$ cat config.mk
export PLATFORM = sky130hd
export DESIGN_NAME = conv_regs
export DESIGN_NICKNAME = d
export VERILOG_FILES = /design/src/inc/conv_regs_pkg.sv /design/src/hw/conv_regs.sv
export SDC_FILE = /design/constraint.sdc
export NUM_CORES = 1
export LEC_CHECK = 0
export BUFFER_PORTS_ARGS = -buffer_cell sky130_fd_sc_hd__buf_2
export CORE_ASPECT_RATIO = 1.25
export CORE_MARGIN = 1.5
export CORE_UTILIZATION = 45
export CTS_BUF_LIST = sky130_fd_sc_hd__clkbuf_8
export CTS_CLUSTER_DIAMETER = 50
export CTS_CLUSTER_SIZE = 28
export DETAILED_ROUTE_END_ITERATION = 7
export PLACE_DENSITY = 0.75
export SYNTH_ARGS = -nofsm -noshare
export SYNTH_HDL_FRONTEND = slang
export SYNTH_SLANG_ARGS = --single-unit
$ cat constraint.sdc
create_clock -name clk_sys -period 7.2 [get_ports clk_sys]
set_clock_uncertainty 0.2 [all_clocks]
set_input_delay 1.44 -clock clk_sys [delete_from_list [all_inputs] [get_ports clk_sys]]
set_output_delay 1.44 -clock clk_sys [all_outputs]
set_load 0.005 [all_outputs]
$ cat src/inc/conv_regs_pkg.sv
`default_nettype none
package conv_regs_pkg;
  // register addresses (word written before the data word)
  localparam logic [15:0] ADDR_PRIMARY   = 16'h0001;
  localparam logic [15:0] ADDR_SECONDARY = 16'h0002;
  localparam logic [15:0] ADDR_OFFSET    = 16'h0003;
  localparam logic [15:0] ADDR_GAIN      = 16'h0004;
  localparam logic [15:0] ADDR_THRESHOLD = 16'h0005;
  // reset values
  localparam logic [15:0] PRIMARY_RST    = 16'h001A;
  localparam logic [15:0] SECONDARY_RST  = 16'h009B;
  localparam logic [15:0] OFFSET_RST     = 16'h0000;
  localparam logic [15:0] GAIN_RST       = 16'hA000;
  localparam logic [15:0] THRESHOLD_RST  = 16'hCCCC;
  // primary control fields
  localparam int LOAD_BIT   = 15;
  localparam int RD_OVR_BIT = 14;
  localparam int RD_GAIN_BIT = 13;
  localparam int RD_OFF_BIT = 12;
  localparam int RD_STAT_BIT = 11;
  localparam int SYNC_BIT   = 9;
  localparam int TAPS_LSB   = 5;
  localparam int STAGE3_BIT = 4;
  localparam int STAGE1_BIT = 3;
  localparam logic [15:0] SELF_CLEAR_MASK = 16'hFE00;
  localparam logic [15:0] RESERVED1_MASK  = 16'h0400;
  // secondary control fields
  localparam int HALVE_BIT   = 5;
  localparam int SLEEP_BIT   = 3;
  localparam int ECON_BIT    = 2;
  localparam int MUST1_BIT   = 1;
  localparam int AMPSLP_BIT  = 0;
  localparam logic [15:0] SECONDARY_MASK = 16'h002F;
  // overrange run length at modulator rate
  localparam int OVER_RUN = 4;
  // readback selection and write sequencer states
  typedef enum logic [4:0] {
    RB_DATA = 5'h01,
    RB_OVR  = 5'h02,
    RB_GAIN = 5'h04,
    RB_OFF  = 5'h08,
    RB_STAT = 5'h10
  } readback_type;
  typedef enum logic [3:0] {
    WS_ADDR = 4'h1,
    WS_DATA = 4'h2,
    WS_COEF = 4'h4,
    WS_SUM  = 4'h8
  } wstate_type;
endpackage : conv_regs_pkg
`default_nettype wire

$ cat src/hw/conv_regs.sv
`timescale 1ns/100ps
`default_nettype none
module conv_regs #(
  parameter logic [1:0] PART_ID = 2'h1, // arbitrary value
  parameter logic [2:0] DIE_ID  = 3'h0  // arbitrary value
) (
  input  wire logic        clk_sys,
  input  wire logic        rst,
  input  wire logic        wr_stb,
  input  wire logic [15:0] wr_data,
  input  wire logic        rd_stb,
  input  wire logic [15:0] conv_word,
  input  wire logic        sample_valid_flag,
  input  wire logic        stage1_valid,
  input  wire logic [15:0] stage1_mag,
  input  wire logic        mod_tick,
  input  wire logic        mod_over_full,
  input  wire logic        run_sum_valid,
  input  wire logic [15:0] run_sum,
  output logic      [15:0] rd_data,
  output logic             internal_clock_en,
  output logic             sync_pulse,
  output logic             coeff_we,
  output logic      [31:0] coeff_word,
  output logic       [5:0] coeff_index,
  output logic             third_stage_active,
  output logic             first_stage_active,
  output logic       [2:0] rate_reduce_field,
  output logic             chip_sleep,
  output logic             economy_mode,
  output logic             amp_sleep,
  output logic             user_filter,
  output logic      [15:0] gain_q,
  output logic      [15:0] offset_q
);
  // identity values must fill their status fields exactly
  if ($bits(PART_ID) != 2) begin : g_bad_part
    $error("part ident must be two bits");
  end
  if ($bits(DIE_ID) != 3) begin : g_bad_die
    $error("die ident must be three bits");
  end

  // sequencer, readback and stored registers
  conv_regs_pkg::wstate_type   ws_q;
  conv_regs_pkg::wstate_type   ws_d;
  conv_regs_pkg::readback_type rb_q;
  logic [15:0]                 addr_q;
  logic [15:0]                 primary_q;
  logic [15:0]                 secondary_q;
  logic [15:0]                 thresh_q;
  // download state and checksums
  logic [15:0]                 sum_q;
  logic [15:0]                 load_sum_q;
  logic [15:0]                 hi_word_q;
  logic                        half_q;
  logic  [5:0]                 coef_total_q;
  // status flags and rate helpers
  logic                        load_ok_q;
  logic                        run_ok_q;
  logic                        over_q;
  logic  [2:0]                 run_cnt_q;
  logic                        div_q;

  // decode of the data-word write by address
  wire data_wr    = wr_stb && (ws_q == conv_regs_pkg::WS_DATA);
  wire wr_primary = data_wr && (addr_q == conv_regs_pkg::ADDR_PRIMARY);
  wire wr_second  = data_wr && (addr_q == conv_regs_pkg::ADDR_SECONDARY);
  wire wr_offset  = data_wr && (addr_q == conv_regs_pkg::ADDR_OFFSET);
  wire wr_gain    = data_wr && (addr_q == conv_regs_pkg::ADDR_GAIN);
  wire wr_thresh  = data_wr && (addr_q == conv_regs_pkg::ADDR_THRESHOLD);
  wire start_load = wr_primary && wr_data[conv_regs_pkg::LOAD_BIT];
  // words taken outside the register data write
  wire addr_wr    = wr_stb && (ws_q == conv_regs_pkg::WS_ADDR);
  wire coef_wr    = wr_stb && (ws_q == conv_regs_pkg::WS_COEF);
  wire sum_wr     = wr_stb && (ws_q == conv_regs_pkg::WS_SUM);
  wire lo_wr      = coef_wr && half_q;
  // tap count field: odd codes give 6*(n+1)/2 coefficients, zero is default
  wire [3:0] taps_f   = wr_data[conv_regs_pkg::TAPS_LSB +: 4];
  wire [5:0] n_coef   = 6'(({2'h0, taps_f} + 6'h01) >> 1) * 6'h06;
  wire [5:0] next_idx = coeff_index + 6'h01;
  wire       last_coef = half_q && (next_idx == coef_total_q);
  // checksum adds the four bytes of each padded coefficient
  wire [31:0] full_word = {hi_word_q, wr_data};
  wire [15:0] byte_sum  = 16'(full_word[31:24]) + 16'(full_word[23:16])
                        + 16'(full_word[15:8]) + 16'(full_word[7:0]);

  // status fields taken from the control registers
  wire       stage3_off = ~primary_q[conv_regs_pkg::STAGE3_BIT];
  wire       stage1_off = ~primary_q[conv_regs_pkg::STAGE1_BIT];
  wire [2:0] rate_echo  = primary_q[2:0];
  wire       econ_on    = secondary_q[conv_regs_pkg::ECON_BIT];

  // status word
  wire [15:0] status_w = {PART_ID, DIE_ID, sample_valid_flag,
                          econ_on, over_q,
                          load_ok_q, run_ok_q, user_filter,
                          stage3_off, stage1_off, rate_echo};

  // readback selection from the select bits of a primary write
  wire [4:0] sel_bits = wr_data[15:11];
  conv_regs_pkg::readback_type rb_next;
  always_comb begin
    rb_next = rb_q;
    if (wr_primary) begin
      if (sel_bits[3])      rb_next = conv_regs_pkg::RB_OVR;
      else if (sel_bits[2]) rb_next = conv_regs_pkg::RB_GAIN;
      else if (sel_bits[1]) rb_next = conv_regs_pkg::RB_OFF;
      else if (sel_bits[0]) rb_next = conv_regs_pkg::RB_STAT;
    end else if (rd_stb) begin
      rb_next = conv_regs_pkg::RB_DATA;
    end
  end

  wire [15:0] rd_mux = (rb_q == conv_regs_pkg::RB_OVR)  ? thresh_q :
                       (rb_q == conv_regs_pkg::RB_GAIN) ? gain_q :
                       (rb_q == conv_regs_pkg::RB_OFF)  ? offset_q :
                       (rb_q == conv_regs_pkg::RB_STAT) ? status_w : conv_word;

  // write sequencer: address, data, then optional coefficient stream
  always_comb begin
    ws_d = ws_q;
    case (ws_q)
      conv_regs_pkg::WS_ADDR: if (wr_stb) ws_d = conv_regs_pkg::WS_DATA;
      conv_regs_pkg::WS_DATA: begin
        if (wr_stb) ws_d = (start_load && n_coef != 6'h00) ?
                            conv_regs_pkg::WS_COEF : conv_regs_pkg::WS_ADDR;
      end
      conv_regs_pkg::WS_COEF: if (coef_wr && last_coef) ws_d = conv_regs_pkg::WS_SUM;
      conv_regs_pkg::WS_SUM:  if (wr_stb) ws_d = conv_regs_pkg::WS_ADDR;
      default:                ws_d = conv_regs_pkg::WS_ADDR;
    endcase
  end

  // sequencer and address capture
  always_ff @(posedge clk_sys) begin
    if (rst) begin
      ws_q   <= conv_regs_pkg::WS_ADDR;
      addr_q <= 16'h0000;
      rb_q   <= conv_regs_pkg::RB_DATA;
    end else begin
      ws_q <= ws_d;
      rb_q <= rb_next;
      if (addr_wr) addr_q <= wr_data;
    end
  end

  // control and correction registers
  always_ff @(posedge clk_sys) begin
    if (rst) begin
      primary_q   <= conv_regs_pkg::PRIMARY_RST;
      secondary_q <= conv_regs_pkg::SECONDARY_RST;
      offset_q    <= conv_regs_pkg::OFFSET_RST;
      gain_q      <= conv_regs_pkg::GAIN_RST;
      thresh_q    <= conv_regs_pkg::THRESHOLD_RST;
    end else begin
      if (wr_primary) primary_q <= wr_data & ~conv_regs_pkg::SELF_CLEAR_MASK
                                           & ~conv_regs_pkg::RESERVED1_MASK;
      if (wr_second)  secondary_q <= (wr_data & conv_regs_pkg::SECONDARY_MASK)
                                     | 16'h0002;
      if (wr_offset)  offset_q <= wr_data;
      if (wr_gain)    gain_q   <= wr_data;
      if (wr_thresh)  thresh_q <= wr_data;
    end
  end

  // coefficient download and checksum
  always_ff @(posedge clk_sys) begin
    if (rst) begin
      half_q       <= 1'b0;
      hi_word_q    <= 16'h0000;
      coeff_index  <= 6'h00;
      coef_total_q <= 6'h00;
      sum_q        <= 16'h0000;
      load_sum_q   <= 16'h0000;
      load_ok_q    <= 1'b0;
      user_filter  <= 1'b0;
    end else begin
      if (start_load) begin
        half_q       <= 1'b0;
        coeff_index  <= 6'h00;
        coef_total_q <= n_coef;
        sum_q        <= 16'h0000;
        load_ok_q    <= 1'b0;
        user_filter  <= (n_coef != 6'h00);
      end else if (coef_wr) begin
        half_q <= ~half_q;
        if (!half_q) begin
          hi_word_q <= wr_data;
        end else begin
          sum_q       <= sum_q + byte_sum;
          if (!last_coef) coeff_index <= next_idx;
        end
      end else if (sum_wr) begin
        load_sum_q <= wr_data;
        load_ok_q  <= (wr_data == sum_q);
      end
    end
  end

  // coefficient strobe towards the filter memory, one per padded word
  always_ff @(posedge clk_sys) begin
    if (rst) begin
      coeff_we   <= 1'b0;
      coeff_word <= 32'h0000_0000;
    end else begin
      coeff_we <= lo_wr;
      if (lo_wr) coeff_word <= full_word;
    end
  end

  // over-full run counter: consecutive over samples, held at the limit
  wire       run_at_limit = (run_cnt_q == 3'(conv_regs_pkg::OVER_RUN));
  wire [2:0] run_cnt_d    = !mod_over_full ? 3'h0 : (run_at_limit ? run_cnt_q : run_cnt_q + 3'h1);
  wire       over_run_hit = mod_tick && mod_over_full && run_at_limit;

  // running checksum compare; a new result wins over the download restart
  always_ff @(posedge clk_sys) begin
    if (rst) begin
      run_ok_q <= 1'b0;
    end else if (run_sum_valid) begin
      run_ok_q <= user_filter && (run_sum == load_sum_q);
    end else if (start_load) begin
      run_ok_q <= 1'b0;
    end
  end

  // overrange flag: a long over-full run wins over the threshold compare
  always_ff @(posedge clk_sys) begin
    if (rst) begin
      over_q    <= 1'b0;
      run_cnt_q <= 3'h0;
    end else begin
      if (mod_tick) run_cnt_q <= run_cnt_d;
      if (over_run_hit)      over_q <= 1'b1;
      else if (stage1_valid) over_q <= (stage1_mag > thresh_q);
    end
  end

  // internal clock enable from the halve select
  always_ff @(posedge clk_sys) begin
    if (rst) begin
      div_q             <= 1'b0;
      internal_clock_en <= 1'b0;
    end else begin
      div_q             <= ~div_q;
      internal_clock_en <= secondary_q[conv_regs_pkg::HALVE_BIT] | div_q;
    end
  end

  // readback word, held until the next read strobe
  always_ff @(posedge clk_sys) begin
    if (rst) begin
      rd_data <= 16'h0000;
    end else if (rd_stb) begin
      rd_data <= rd_mux;
    end
  end

  // registered control outputs, reset to what the register resets hold
  always_ff @(posedge clk_sys) begin
    if (rst) begin
      sync_pulse         <= 1'b0;
      third_stage_active <= conv_regs_pkg::PRIMARY_RST[conv_regs_pkg::STAGE3_BIT];
      first_stage_active <= conv_regs_pkg::PRIMARY_RST[conv_regs_pkg::STAGE1_BIT];
      rate_reduce_field  <= conv_regs_pkg::PRIMARY_RST[2:0];
      chip_sleep         <= conv_regs_pkg::SECONDARY_RST[conv_regs_pkg::SLEEP_BIT];
      economy_mode       <= conv_regs_pkg::SECONDARY_RST[conv_regs_pkg::ECON_BIT];
      amp_sleep          <= conv_regs_pkg::SECONDARY_RST[conv_regs_pkg::AMPSLP_BIT];
    end else begin
      sync_pulse         <= wr_primary && wr_data[conv_regs_pkg::SYNC_BIT];
      third_stage_active <= primary_q[conv_regs_pkg::STAGE3_BIT];
      first_stage_active <= primary_q[conv_regs_pkg::STAGE1_BIT];
      rate_reduce_field  <= primary_q[2:0];
      chip_sleep         <= secondary_q[conv_regs_pkg::SLEEP_BIT];
      economy_mode       <= secondary_q[conv_regs_pkg::ECON_BIT];
      amp_sleep          <= secondary_q[conv_regs_pkg::AMPSLP_BIT];
    end
  end
endmodule : conv_regs
`default_nettype wire

==> flow_metrics.tcl <==
set metrics [dict create \
    synth_edf_count 0 \
    hold_path_class "reg2reg" \
    start_util 0.457 \
    critPathKind "in2reg" \
    ys_warn_count 0 \
    die_h_um 174 \
    grtUsageTotal 0.245 \
    ctsHoldBuffers 0 \
    worst_pin_slew_ps 1070 \
    wire_per_inst_um 17.8 \
    power.leakage_nw 5.14 \
    ys_ff_latch 209 \
    gp_congestion 0.956 \
    firstDrtPassIters 8 \
    syn_nets 1440 \
    p_int_mw 1.58 \
    violations "design-rule violations" \
    dpl.hpwl_um 22400 \
    layout.nets 1549 \
    design_area_um2 11900 \
    clk_pin_slew_worst_paths_ps 100 \
    max_freq_mhz 192 \
    multiInputGateArea_um2 5580 \
    drc 17 \
    clockRootBuffer "clkbuf_8" \
    rows 62 \
    wirelength_um 30500 \
    yosys.area_share.simple 0.212 \
    ys.flop_type "dfxtp_1" \
    synth.largest_area_cell "dfxtp_1" \
    power_frac_seq 0.526 \
    max-cap-violations 0 \
    muxShareOfSynthArea 0.0191 \
    p_sw_mw 0.671 \
    rsz0062_at_grt "false" \
    place_worst_setup_slack_ps 1450 \
    drtAntennaViolNets 0 \
    outcome "finished with violations" \
    avgSynthCellArea_um2 8.04 \
    io_buffers 170 \
    synth.most_common_cell "nand2_1" \
    synth_xor_area_frac 0.0451 \
    required_ps 7410 \
    power.density_nw_per_um2 190 \
    cts_made_buffers 21 \
    die-area_um2 24200 \
    cts_resized 0 \
    synth.cell_area_um2 10500 \
    dr_total_vias 9513 \
    period_share 0.722 \
    seq_area_um2 4180 \
    clk_path_buf_depth 3 \
    ys_seq_area_frac 0.399 \
    combPwrFrac 0.102 \
    swShare 0.298 \
    hold_violations 0 \
    grt_max_degree 120 \
    viasPerCell 5.54 \
    postLayoutCoreUtil 0.517 \
    regToRegEndpoint "sum_q[15]" \
    r2r-start "sum_q[1]" \
    dpl_cell_area_um2 11400 \
    critPathArrivalTime_ps 5410 \
    grt_first_pass_wirelength_um 47300 \
    ir_worst_vdd_v 0.000128 \
    critPathLaunch "wr_data[9]" \
    r2r_slack_ps 2820 \
    startpoint_type "input pin" \
    worst-r2r-cell-count 14 \
    worstPathMaxFanout 7 \
    finalCriticalPeriod_ps 5200 \
    synth_fa_ha_area_frac 0.0924 \
    worstSetupEndpointType "flip-flop" \
    synthArstFlopShare 0 \
    final.setup.worst_slack_ps 2000 \
    drive_gt1_frac 0.164 \
    die_w_um 140 \
    ys_types 61 \
    relSlewSlack 0.284 \
    maxSlewViolCount 0 \
    setup_tns_ps 0 \
    grt_pass1_vias 8927 \
    cts_sinks 209 \
    clock_latency_ps 570 \
    diodes 0 \
    overflow 0 \
    endpoint "sum_q[15]" \
    nFillCells 2181 \
    synth_top_family_by_area "simple AND/OR/NAND/NOR gates" \
    syn_inst 1304 \
    synth_top_area_frac 0.399 \
    synth-compound-area-share 0.162 \
    pin_count 171 \
    synth_commonest_cells "225 x nand2_1, 209 x dfxtp_1, 155 x a21oi_1" \
    post-cts-setup-buffers 0 \
    htree_num_levels 1 \
    hp-start "div_q" \
    synth_area_leaders "dfxtp_1 40%, nand2_1 8.1%, a21oi_1 7.4%" \
    dr.first_iter.drc_count 642 \
    core_um2 23000 \
    finalSetupViolations 0 \
    syn_to_final_growth_pct 13.2 \
    p_clk_frac 0.372 \
    antenna_found_initial 1 \
    cts_tree "built" \
]
worst min path at each step:
| stage | end | slack [ps] | cells after the start |
|---|---|---|---|
| detailed placement | div_q | 210 | 1 |
| global placement | div_q | 200 | 1 |
| floorplan | div_q | 190 | 1 |
| finish | div_q | 230 | 1 |
| global route | div_q | 240 | 1 |
| CTS | div_q | 230 | 1 |
power by group through the flow:
stage | Sequential, mW | Combinational (mW) | Clock, mW
after CTS | 1.18 | 0.229 | 0.856
after global routing | 1.19 | 0.257 | 0.894
final | 1.18 | 0.230 | 0.839
after floorplan | 1.21 | 0.160 | 0
after detailed placement | 1.21 | 0.228 | 0
after global placement | 1.21 | 0.221 | 0
flip-flops by register name, indices dropped and copies added, names as in the netlist, 3 cells and up:
register,flops
rb_q,5
coeff_index,6
thresh_q,16
coeff_word,32
load_sum_q,16
run_cnt_q,3
sum_q,16
primary_q,5
rd_data,16
hi_word_q,16
secondary_q,4
ws_q,4
rate_reduce_field,3
addr_q,16
coef_total_q,5
offset_q,16
gain_q,16
critical path, stage by stage:
cell and delay, ps:
buf_2 240, inv_1 150, fa_1 500, fa_1 550, fa_1 420, inv_1 70, ha_1 170, inv_1 60
fa_1 370, nand2b_1 200, a21oi_1 320, o311ai_1 190, a2111oi_0 510, xnor2_1 170, nor2_1 50
metrics by stage:
| step | cells | power [mW] | hold WS (ps) |
|---|---|---|---|
| 3_3_place_gp | 1678 | 1.43 | 201 |
| 3_5_place_dp | 1678 | 1.44 | 212 |
| 2_1_floorplan | 1304 | 1.37 | 194 |
| 5_1_grt | 1716 | 2.34 | 240 |
| 4_1_cts | 1716 | 2.27 | 227 |
| 6_report | 1716 | 2.25 | 227 |
layout make-up:
cell class | instances | share of cell area
multi-input cells | 907 | 0.470
flip-flops and latches | 209 | 0.352
repair buffers | 175 | 0.0753
inverters | 99 | 0.0313
well taps | 288 | 0.0303
clock buffers | 21 | 0.0243
clock inverters | 17 | 0.0166
cells in the final DEF, fill, tap and decap left out, types with 4 or more instances in the layout:
cell,count
fa_1,24
nand3_1,16
and3_1,9
nor2b_1,19
mux2i_1,20
buf_4,5
or2_2,8
a211oi_1,29
inv_8,4
o21a_1,4
clkinv_8,5
xor2_1,36
nand2_1,224
inv_1,99
a221oi_1,13
nor3_1,9
a21o_1,5
a211o_1,14
xnor2_1,18
o21ai_0,17
nand2b_1,8
a21oi_1,155
nor3b_1,4
ha_1,39
dfxtp_1,209
clkbuf_8,21
nor4_1,11
nand4_1,11
o311ai_0,5
buf_2,169
nor2_1,152
and2_1,5
logic make-up after synthesis:
logic type      Yosys count
simple gates            496
buf+inv                 188
fa+ha+maj                63
flops                   209
xor+xnor                 54
mux                      20
compound gates          274
metal layers:
layer,global-route usage,vias up,part of all wire
met3,0.0334,99,0.065
li1,-,4560,-
met5,0,-,0.00049
met4,0.134,2,0.054
met1,0.292,4436,0.39
met2,0.426,416,0.49
(Power assumes the default switching activity.)
